File: src/verilog/ubdr_pkg.sv
// constants for the baud divisor register block
package ubdr_pkg;
  localparam int unsigned ADDR_W  = 6;
  localparam int unsigned DATA_W  = 8;
  localparam int unsigned DIV_W   = 12;
  localparam int unsigned HIGH_W  = 4;
  localparam int unsigned FCTL_W  = 7;
  localparam int unsigned BCNT_W  = 4;

  // i/o locations
  localparam logic [ADDR_W-1:0] BAUD_LOW_ADDR = 6'h09;
  localparam logic [ADDR_W-1:0] SHARED_ADDR   = 6'h20;

  // field positions in the byte
  localparam int unsigned SEL_BIT     = 7;
  localparam int unsigned MODE_BIT    = 6;
  localparam int unsigned HIGH_LSB    = 0;
  localparam int unsigned HIGH_MSB    = 3;

  // reset values
  localparam logic [DATA_W-1:0] BAUD_LOW_RESET  = 8'h00;
  localparam logic [HIGH_W-1:0] BAUD_HIGH_RESET = 4'h0;
  localparam logic [FCTL_W-1:0] FCTL_RESET      = 7'h06;
  localparam logic [DIV_W-1:0]  PRESC_RESET     = 12'h000;
  localparam logic [DATA_W-1:0] RDATA_RESET     = 8'h00;
  localparam logic [DATA_W-1:0] UNMAPPED_RDATA  = 8'h00;

  // bit-rate dividers applied to the prescaler tick, stored as count-1
  localparam logic [BCNT_W-1:0] ASYNC_NORMAL_LAST = 4'hF;
  localparam logic [BCNT_W-1:0] ASYNC_DOUBLE_LAST = 4'h7;
  localparam logic [BCNT_W-1:0] SYNC_LAST         = 4'h1;
  localparam logic [BCNT_W-1:0] BCNT_RESET        = 4'h0;
endpackage : ubdr_pkg

File: src/verilog/ubdr_presc_if.sv
// carrier between the register logic and the baud prescaler
`timescale 1ns/100ps
interface ubdr_presc_if;
  logic [ubdr_pkg::DIV_W-1:0] divisor;
  logic                       reload;
  logic                       tick;

  modport ctrl  (output divisor, output reload, input tick);
  modport presc (input divisor, input reload, output tick);
endinterface : ubdr_presc_if

File: src/verilog/uart_baud_divisor_regs.sv
// baud divisor registers, shared frame-control location and bit-rate divider
//
// Notes on behaviour
// - divisor is 12 bits: high register gives bits 11:8, low gives 7:0.
// - high divisor shares its address with frame control; select bit routes writes, read order routes reads.
// - reading the high divisor returns zero in the select bit.
// - writing the low byte reloads the prescaler at once with full divisor.
// - double speed in asynchronous mode divides prescaler tick by 8, not 16.
// - double speed has no effect in synchronous mode.
// - frame control reads select as one; writes with select one update it.
//
// Local design decision: strobed register access.
`timescale 1ns/100ps
module uart_baud_divisor_regs (
  input  wire logic                         I_MCLK,
  input  wire logic                         I_RSTN,
  input  wire logic [ubdr_pkg::ADDR_W-1:0]  I_ADDR,
  input  wire logic [ubdr_pkg::DATA_W-1:0]  I_WDATA,
  input  wire logic                         I_WR,
  input  wire logic                         I_RD,
  input  wire logic                         I_DOUBLE_SPEED,
  output logic      [ubdr_pkg::DATA_W-1:0]  O_RDATA,
  output logic      [ubdr_pkg::DIV_W-1:0]   O_DIVISOR,
  output logic      [ubdr_pkg::FCTL_W-1:0]  O_FRAME_CTRL,
  output logic                              O_SYNC_MODE,
  output logic                              O_PRESC_TICK,
  output logic                              O_BIT_TICK
);

  // ---------------------------------------------------------------------
  // storage
  // ---------------------------------------------------------------------
  logic [ubdr_pkg::DATA_W-1:0] baud_divisor_low_reg;
  logic [ubdr_pkg::DATA_W-1:0] baud_divisor_low_next;
  logic [ubdr_pkg::HIGH_W-1:0] baud_divisor_high_reg;
  logic [ubdr_pkg::HIGH_W-1:0] baud_divisor_high_next;
  logic [ubdr_pkg::FCTL_W-1:0] frame_control_c_reg;
  logic [ubdr_pkg::FCTL_W-1:0] frame_control_c_next;
  logic [ubdr_pkg::DATA_W-1:0] rdata_reg;
  logic [ubdr_pkg::DATA_W-1:0] rdata_next;
  logic                        shared_read_last_reg;
  logic                        shared_read_last_next;
  logic [ubdr_pkg::BCNT_W-1:0] bit_cnt_reg;
  logic [ubdr_pkg::BCNT_W-1:0] bit_cnt_next;
  logic [ubdr_pkg::BCNT_W-1:0] bit_last_reg;
  logic                        bit_tick_reg;
  logic                        bit_tick_next;

  ubdr_presc_if presc_bus ();

  // ---------------------------------------------------------------------
  // address decode
  // ---------------------------------------------------------------------
  wire hit_low    = (I_ADDR == ubdr_pkg::BAUD_LOW_ADDR);
  wire hit_shared = (I_ADDR == ubdr_pkg::SHARED_ADDR);

  wire wr_low     = I_WR & hit_low;
  wire wr_shared  = I_WR & hit_shared;
  wire rd_low     = I_RD & hit_low;
  wire rd_shared  = I_RD & hit_shared;

  wire shared_location_select = I_WDATA[ubdr_pkg::SEL_BIT];

  // the select bit in the written byte picks the target
  wire wr_high    = wr_shared & ~shared_location_select;
  wire wr_fctl    = wr_shared &  shared_location_select;

  // ---------------------------------------------------------------------
  // write path
  // ---------------------------------------------------------------------
  assign baud_divisor_low_next  = wr_low ? I_WDATA : baud_divisor_low_reg;

  // bits 6:4 are reserved and dropped, so they always read back zero
  assign baud_divisor_high_next = wr_high ? I_WDATA[ubdr_pkg::HIGH_MSB:ubdr_pkg::HIGH_LSB]
                                          : baud_divisor_high_reg;

  assign frame_control_c_next   = wr_fctl ? I_WDATA[ubdr_pkg::FCTL_W-1:0]
                                          : frame_control_c_reg;

  always_ff @(posedge I_MCLK or negedge I_RSTN) begin
    if (!I_RSTN) begin
      baud_divisor_low_reg  <= ubdr_pkg::BAUD_LOW_RESET;
      baud_divisor_high_reg <= ubdr_pkg::BAUD_HIGH_RESET;
      frame_control_c_reg   <= ubdr_pkg::FCTL_RESET;
    end else begin
      baud_divisor_low_reg  <= baud_divisor_low_next;
      baud_divisor_high_reg <= baud_divisor_high_next;
      frame_control_c_reg   <= frame_control_c_next;
    end
  end

  // ---------------------------------------------------------------------
  // prescaler reload
  // ---------------------------------------------------------------------
  // the new low byte is taken straight from the bus so the reload
  // carries the complete new value in the same edge as the store.
  // writing only the high byte leaves the running period alone.
  wire [ubdr_pkg::DIV_W-1:0] baud_divisor_value = {baud_divisor_high_reg, baud_divisor_low_reg};
  wire [ubdr_pkg::DIV_W-1:0] reload_value       = {baud_divisor_high_reg, I_WDATA};

  assign presc_bus.divisor = wr_low ? reload_value : baud_divisor_value;
  assign presc_bus.reload  = wr_low;

  ubdr_prescaler u_prescaler (
    .i_clk   (I_MCLK),
    .i_rst_n (I_RSTN),
    .presc   (presc_bus)
  );

  // ---------------------------------------------------------------------
  // read path
  // ---------------------------------------------------------------------
  // a read cannot carry a select bit, so a second read of the shared
  // location in the very next cycle returns frame control; any single
  // read returns the divisor high byte.
  wire second_shared_read = rd_shared & shared_read_last_reg;

  wire [ubdr_pkg::DATA_W-1:0] high_rdata = {1'b0, 3'h0, baud_divisor_high_reg};
  wire [ubdr_pkg::DATA_W-1:0] fctl_rdata = {1'b1, frame_control_c_reg};

  wire [ubdr_pkg::DATA_W-1:0] shared_rdata = second_shared_read ? fctl_rdata : high_rdata;

  assign rdata_next = rd_low    ? baud_divisor_low_reg :
                      rd_shared ? shared_rdata :
                      I_RD      ? ubdr_pkg::UNMAPPED_RDATA :
                                  ubdr_pkg::RDATA_RESET;

  // the pair resets after the frame-control read, so a third read
  // back to back starts a new pair with the high byte
  assign shared_read_last_next = rd_shared & ~shared_read_last_reg;

  always_ff @(posedge I_MCLK or negedge I_RSTN) begin
    if (!I_RSTN) begin
      rdata_reg            <= ubdr_pkg::RDATA_RESET;
      shared_read_last_reg <= 1'b0;
    end else begin
      rdata_reg            <= rdata_next;
      shared_read_last_reg <= shared_read_last_next;
    end
  end

  // ---------------------------------------------------------------------
  // bit-rate divider on the prescaler tick
  // ---------------------------------------------------------------------
  wire sync_mode = frame_control_c_reg[ubdr_pkg::MODE_BIT];

  // double speed only counts in asynchronous mode
  wire double_active = I_DOUBLE_SPEED & ~sync_mode;

  wire [ubdr_pkg::BCNT_W-1:0] bit_last =
    sync_mode     ? ubdr_pkg::SYNC_LAST :
    double_active ? ubdr_pkg::ASYNC_DOUBLE_LAST :
                    ubdr_pkg::ASYNC_NORMAL_LAST;

  // restart the phase on reload or rate change; a frame in flight
  // is not shielded from either
  wire bit_restart = presc_bus.reload | (bit_last != bit_last_reg);
  wire bit_wrap    = presc_bus.tick & (bit_cnt_reg == bit_last_reg);

  assign bit_cnt_next  = bit_restart      ? ubdr_pkg::BCNT_RESET :
                         bit_wrap         ? ubdr_pkg::BCNT_RESET :
                         presc_bus.tick   ? bit_cnt_reg + 4'h1 :
                                            bit_cnt_reg;
  assign bit_tick_next = bit_wrap & ~bit_restart;

  always_ff @(posedge I_MCLK or negedge I_RSTN) begin
    if (!I_RSTN) begin
      bit_cnt_reg  <= ubdr_pkg::BCNT_RESET;
      bit_last_reg <= ubdr_pkg::ASYNC_NORMAL_LAST;
      bit_tick_reg <= 1'b0;
    end else begin
      bit_cnt_reg  <= bit_cnt_next;
      bit_last_reg <= bit_last;
      bit_tick_reg <= bit_tick_next;
    end
  end

  // ---------------------------------------------------------------------
  // outputs
  // ---------------------------------------------------------------------
  assign O_RDATA      = rdata_reg;
  assign O_DIVISOR    = baud_divisor_value;
  assign O_FRAME_CTRL = frame_control_c_reg;
  assign O_SYNC_MODE  = sync_mode;
  assign O_PRESC_TICK = presc_bus.tick;
  assign O_BIT_TICK   = bit_tick_reg;

endmodule : uart_baud_divisor_regs

File: src/verilog/ubdr_prescaler.sv
// baud prescaler: down-counter reloaded from the divisor
`timescale 1ns/100ps
module ubdr_prescaler (
  input  wire logic    i_clk,
  input  wire logic    i_rst_n,
  ubdr_presc_if.presc  presc
);
  logic [ubdr_pkg::DIV_W-1:0] count_reg;
  logic [ubdr_pkg::DIV_W-1:0] count_next;
  logic                       tick_reg;
  logic                       tick_next;
  wire                        at_zero = (count_reg == ubdr_pkg::PRESC_RESET);

  // a reload overrides the running period at once
  assign count_next = presc.reload ? presc.divisor :
                      at_zero      ? presc.divisor :
                                     count_reg - 12'h001;
  // no tick on the reload cycle so a new period starts clean
  assign tick_next  = at_zero & ~presc.reload;

  always_ff @(posedge i_clk or negedge i_rst_n) begin
    if (!i_rst_n) begin
      count_reg <= ubdr_pkg::PRESC_RESET;
      tick_reg  <= 1'b0;
    end else begin
      count_reg <= count_next;
      tick_reg  <= tick_next;
    end
  end

  assign presc.tick = tick_reg;
endmodule : ubdr_prescaler

File: config.mk
export PLATFORM = sky130hd
export DESIGN_NAME = uart_baud_divisor_regs
export DESIGN_NICKNAME = d
export VERILOG_FILES = /design/src/verilog/ubdr_pkg.sv /design/src/verilog/ubdr_presc_if.sv /design/src/verilog/uart_baud_divisor_regs.sv /design/src/verilog/ubdr_prescaler.sv
export SDC_FILE = /design/constraint.sdc
export NUM_CORES = 1
export LEC_CHECK = 0
export BUFFER_PORTS_ARGS = -buffer_cell sky130_fd_sc_hd__buf_2
export CORE_MARGIN = 1.5
export CORE_UTILIZATION = 45
export CTS_CLUSTER_DIAMETER = 200
export DETAILED_ROUTE_END_ITERATION = 8
export PLACE_DENSITY_LB_ADDON = 0.2
export SLEW_MARGIN = 0
export SYNTH_ARGS = -nofsm -noshare
export SYNTH_HDL_FRONTEND = slang
export SYNTH_SLANG_ARGS = --single-unit
File: constraint.sdc
create_clock -name I_MCLK -period 1.7 [get_ports I_MCLK]
set_input_delay 0.425 -clock I_MCLK [delete_from_list [all_inputs] [get_ports I_MCLK]]
set_output_delay 0.425 -clock I_MCLK [all_outputs]
set_load 0.01 [all_outputs]
# [Yosys cells after proc, flatten, opt, wreduce, memory -nomap -nowiden]
# Index checks and enable logic that the tools add are counted.
# W data, S select, Z words.
[op_classes] eq_ne=4 addsub=2 n_mux=11 reduce_logical=2 n_bitwise=18
[ops] cell="$mux W8" count=4
[ops] cell="$mux W12" count=2
[ops] cell="$mux W4" count=5
[ops] cell="$and A1 B1 Y1" count=12
[ops] cell="$logic_not A12 Y1" count=1
[ops] cell="$sub A12 B1 Y12 const B" count=1
[ops] cell="$eq A6 B4 Y1 const B" count=1
[ops] cell="$eq A6 B6 Y1 const B" count=1
[ops] cell="$not A1 Y1" count=5
[ops] cell="$add A4 B1 Y4 const B" count=1
[ops] cell="$eq A4 B4 Y1" count=1
[ops] cell="$ne A4 B4 Y1" count=1
[ops] cell="$reduce_bool A3 Y1" count=1
[ops] cell="$or A1 B1 Y1" count=1
[word_totals] output_inout_bits=30 register_bits=50 word_cells=47

# [Longest topological paths before layout]
[logic_depth] ltp_word=8 mapped_depth=7

# [Hierarchy]
# Synthesis repeated with hierarchy kept, for this count alone.
[unflattened] cells_unflattened=188 area_unflattened_um2=2308.5
[modules_own_cells] mod="uart_baud_divisor_regs" n_inst=1 seq_area_each_um2=880.8 cells_per_inst=115 area_each_um2=1576.5
[modules_own_cells] mod="ubdr_prescaler" n_inst=1 seq_area_each_um2=325.3 cells_per_inst=73 area_each_um2=732.0

# [Least setup slack after synthesis]
# Ideal clock, no wire load.
[synth_timing] path_kind="register to register" from="reg u_prescaler.count_reg[0] (netlist name)" to="reg u_prescaler.count_reg[6] (netlist name)" synth_period_minus_slack_ns=1.791 arrival_ns=1.705 setup_slack_ns=-0.091 n_path_buf=0 setup_ns=0.087 path_stages_with_launch=7 t_required_ns=1.613 cell_sequence="dfrtp_1 -> inv_1 -> ha_1 -> or3b_4 -> or3_1 -> xor2_1 -> a211oi_2"
[synth_via] elab_chain_len=3
[synth_lines] item="start, declared" line="ubdr_prescaler.sv:8" rtl="logic [ubdr_pkg::DIV_W-1:0] count_reg;"
[synth_lines] item="start signal, assigned" line="ubdr_prescaler.sv:23" rtl="count_reg <= ubdr_pkg::PRESC_RESET;"
[synth_lines] item="start signal, assigned" line="ubdr_prescaler.sv:26" rtl="count_reg <= count_next;"
[synth_lines] item="$sub A12 B1 Y12 or $logic_not A12 Y1 (tied branches)" line="ubdr_prescaler.sv:17, ubdr_prescaler.sv:12"
[synth_lines] item="$mux W12 *" line="ubdr_prescaler.sv:16" rtl="at_zero ? presc.divisor :"
[synth_lines] item="$mux W12 *" line="ubdr_prescaler.sv:15" rtl="assign count_next = presc.reload ? presc.divisor :"
[synth_lines] item="via u_prescaler.count_next (one bit)" line="ubdr_prescaler.sv:9" rtl="logic [ubdr_pkg::DIV_W-1:0] count_next;"
# Mark *: on every way through the listed nets, which the timed path passes. The rest lies on a longest branch.
# A chain may end at the register's enable or synchronous reset.

# [Worst setup path after layout]
[layout_timing] from="reg u_prescaler.count_reg[1] (netlist name)" to="reg u_prescaler.count_reg[6] (netlist name)"
# Same word-level chain as after synthesis.

==> flow_metrics.env <==
export IMPL_ys_types=42
export IMPL_root_buffer="clkbuf_8"
export IMPL_violations="setup timing"
export IMPL_synth_edf_count=0
export IMPL_syn_inst=219
export IMPL_crit_type="reg2reg"
export IMPL_cts_tree="done"
export IMPL_max_freq_ghz=0.563
export IMPL_r2r_start="u_prescaler.count_reg[1]"
export IMPL_finalNonFillerCells=361
export IMPL_yosysWarnings=0
export IMPL_place_hpwl_um=3820
export IMPL_crit_path_end_kind="register"
export IMPL_skew_ns=0.00866
export IMPL_finalSetupViolations=1
export IMPL_synth_area_sq_um=2340
export IMPL_grt_max_degree=35
export IMPL_largest_reg_flops=12
export IMPL_diodes=0
export IMPL_syn_to_final_growth_pct=29.9
export IMPL_row_count=26
export IMPL_fin_crit_ns=1.77
export IMPL_period_share=1.04
export IMPL_slowest_stage="dfrtp_1"
export IMPL_grt_overflow=0
export IMPL_maxSlewViolCount=0
export IMPL_htreeDepth=2
export IMPL_status="finished with violations"
export IMPL_clkLatencyLatePin_ns=0.30
export IMPL_cpPeakStageDelay_ns=0.40
export IMPL_drive_gt1_frac=0.419
export IMPL_ys_flop_type="dfrtp_1"
export IMPL_relSlewSlack=0.736
export IMPL_cp_max_fo=2
export IMPL_r2r_cells=6
export IMPL_start_util=0.463
export IMPL_layout_setup_ws_ns=-0.0749
export IMPL_synth_seq_cells=48
export IMPL_routedWlPerCell_um=14.4
export IMPL_syn_nets=241
export IMPL_yosysTopAreaCell="dfrtp_1"
export IMPL_fin_nets=312
export IMPL_synth_area_per_cell_sq_um=10.7
export IMPL_powerDensity_nw_per_um2=1100
export IMPL_routed_via_density=5.27
export IMPL_grt_pass1_vias=1861
export IMPL_numPlacedInstances=352
export IMPL_synth_most_common_cell="dfrtp_1"
export IMPL_clk_pin_slew_ns=0.09
export IMPL_grt_pass1_wl_um=8690
export IMPL_drc=0
export IMPL_crit_family="simple AND/OR/NAND/NOR gates"
export IMPL_numCtsBuffers=5
export IMPL_ys_seq_area_frac=0.516
export IMPL_reg2reg_to="u_prescaler.count_reg[6]"
export IMPL_wirelength_um=5200
export IMPL_die_w_um=75.1
export IMPL_rsz0062_at_grt="true"
export IMPL_critPathLaunchType="register"
export IMPL_synth_area_leaders="dfrtp_1, mux2_2, nand2_1, dfstp_2, xnor2_1"
export IMPL_drt_iter0_markers=82
export IMPL_netlist_area_leader_share=0.471
export IMPL_dr_pass1_iters=4
export IMPL_grt_use_total=0.202
export IMPL_leakage_nw=1.49
export IMPL_tightest_slew_ns=0.395
export IMPL_clock_path_buffers=2
export IMPL_hold_viol=0
export IMPL_clock_sinks=48
export IMPL_fillCellCount=440
export IMPL_port_buffers=48
export IMPL_cp_cell_sequence="inv_2 -> ha_4 -> or3b_4 -> or3_4 -> xor2_2 -> a211oi_2"
export IMPL_hold_path_class="in2async"
export IMPL_pin_count=49
export IMPL_vias=1903
export IMPL_cp_depth=6
export IMPL_synthTopCellsByCount="dfrtp_1, nand2_1, nor2_1"
export IMPL_die_area_sq_um=5630
export IMPL_vdd_ir_drop_max_v=0.000548
export IMPL_antenna_found_initial=0
export IMPL_async_reset_ff_frac=1.00
export IMPL_finalPower_mw=3.34
export IMPL_crit_arrival_ns=1.99
export IMPL_ant_nets=0
export IMPL_maxCapViolCount=0
export IMPL_worst_ep_required_time_ns=1.92
export IMPL_die_y_um=75.1
export IMPL_critPathBufInv=1
export IMPL_gp_congestion=0.751
export IMPL_regToRegSetupSlack_ns=-0.07
export IMPL_coreArea_sq_um=5040
==> worst max path at each step <==
stage                                   from  slack, ns                        to
finish              u_prescaler.count_reg[1]      -0.07  u_prescaler.count_reg[6]
global placement                   I_ADDR[1]      -0.02  u_prescaler.count_reg[5]
CTS                 u_prescaler.count_reg[1]      -0.06  u_prescaler.count_reg[6]
floorplan           u_prescaler.count_reg[0]      -0.09  u_prescaler.count_reg[6]
global route        u_prescaler.count_reg[0]      -0.13  u_prescaler.count_reg[6]
detailed placement  u_prescaler.count_reg[0]      -0.05  u_prescaler.count_reg[6]
==> where the power goes <==
group          switching, mW  total [mW]  internal, mW
Combinational          0.499        1.06         0.558
Clock                  0.367       0.698         0.331
Sequential             0.248        1.59          1.34
Total                   1.11        3.34          2.23
==> stage by stage <==
| step | area [sq um] | hold WS (ns) | util | TNS, ns | worst slack (ns) |
|---|---|---|---|---|---|
| finish | 3030 | 0.0314 | 0.602 | -0.0749 | -0.0749 |
| CTS | 2950 | 0.0359 | 0.585 | -0.0642 | -0.0642 |
| global placement | 2820 | 0.365 | 0.559 | -0.0289 | -0.0234 |
| floorplan | 2340 | 0.129 | - | -0.0914 | -0.0914 |
| global route | 3030 | 0.0479 | 0.602 | -0.568 | -0.131 |
| detailed placement | 2820 | 0.363 | 0.559 | -0.126 | -0.0540 |
==> cell families after synthesis <==
| group | count (synthesis) | share of synthesized area |
|---|---|---|
| compound gates | 35 | 0.102 |
| xor+xnor | 13 | 0.0487 |
| fa+ha+maj | 3 | 0.0161 |
| buf+inv | 14 | 0.0252 |
| flops | 48 | 0.516 |
| mux | 17 | 0.0787 |
| simple gates | 89 | 0.213 |
==> layout by cell type (no fill, tap or decap), types with 4 or more instances in the layout <==
| cell | instances |
|---|---|
| a311oi_1 | 4 |
| nand3_1 | 4 |
| buf_2 | 48 |
| dfrtp_1 | 44 |
| o21ai_1 | 4 |
| buf_6 | 4 |
| clkbuf_8 | 6 |
| buf_4 | 21 |
| o21ai_0 | 4 |
| mux2_2 | 11 |
| nand4_1 | 4 |
| nand2_1 | 29 |
| nor2_1 | 15 |
| mux2i_1 | 6 |
| nor3_1 | 7 |
| and3_1 | 7 |
| a21oi_1 | 6 |
| xnor2_1 | 9 |
| a21oi_2 | 4 |
| dfstp_2 | 4 |
==> routing by layer <==
metal  GRT usage  up-vias  wire length, um
met4      0.0626        0               71
li1            -      919                -
met2       0.321       43             2510
met5           0        -                0
met1       0.284      935             2430
met3      0.0361        6              182
==> final cells by class <==
| class | count | area, sq um | share of cell area |
|---|---|---|---|
| clock inverters | 1 | 7.51 | 0.00247 |
| repair buffers | 74 | 463 | 0.153 |
| clock buffers | 7 | 86.3 | 0.0285 |
| multi-input cells | 157 | 1170 | 0.385 |
| flip-flops and latches | 48 | 1210 | 0.398 |
| well taps | 70 | 87.6 | 0.0289 |
| inverters | 4 | 15.0 | 0.00495 |
==> timing repair <==
action,in CTS,in global routing
endpoints found under the setup margin,5,14
pin swaps,5,12
hold buffers,0,0
resized for setup,8,23
hold endpoints to repair,0,0
buffers inserted,1,1
No activity file was read; power rests on OpenSTA's default activity.
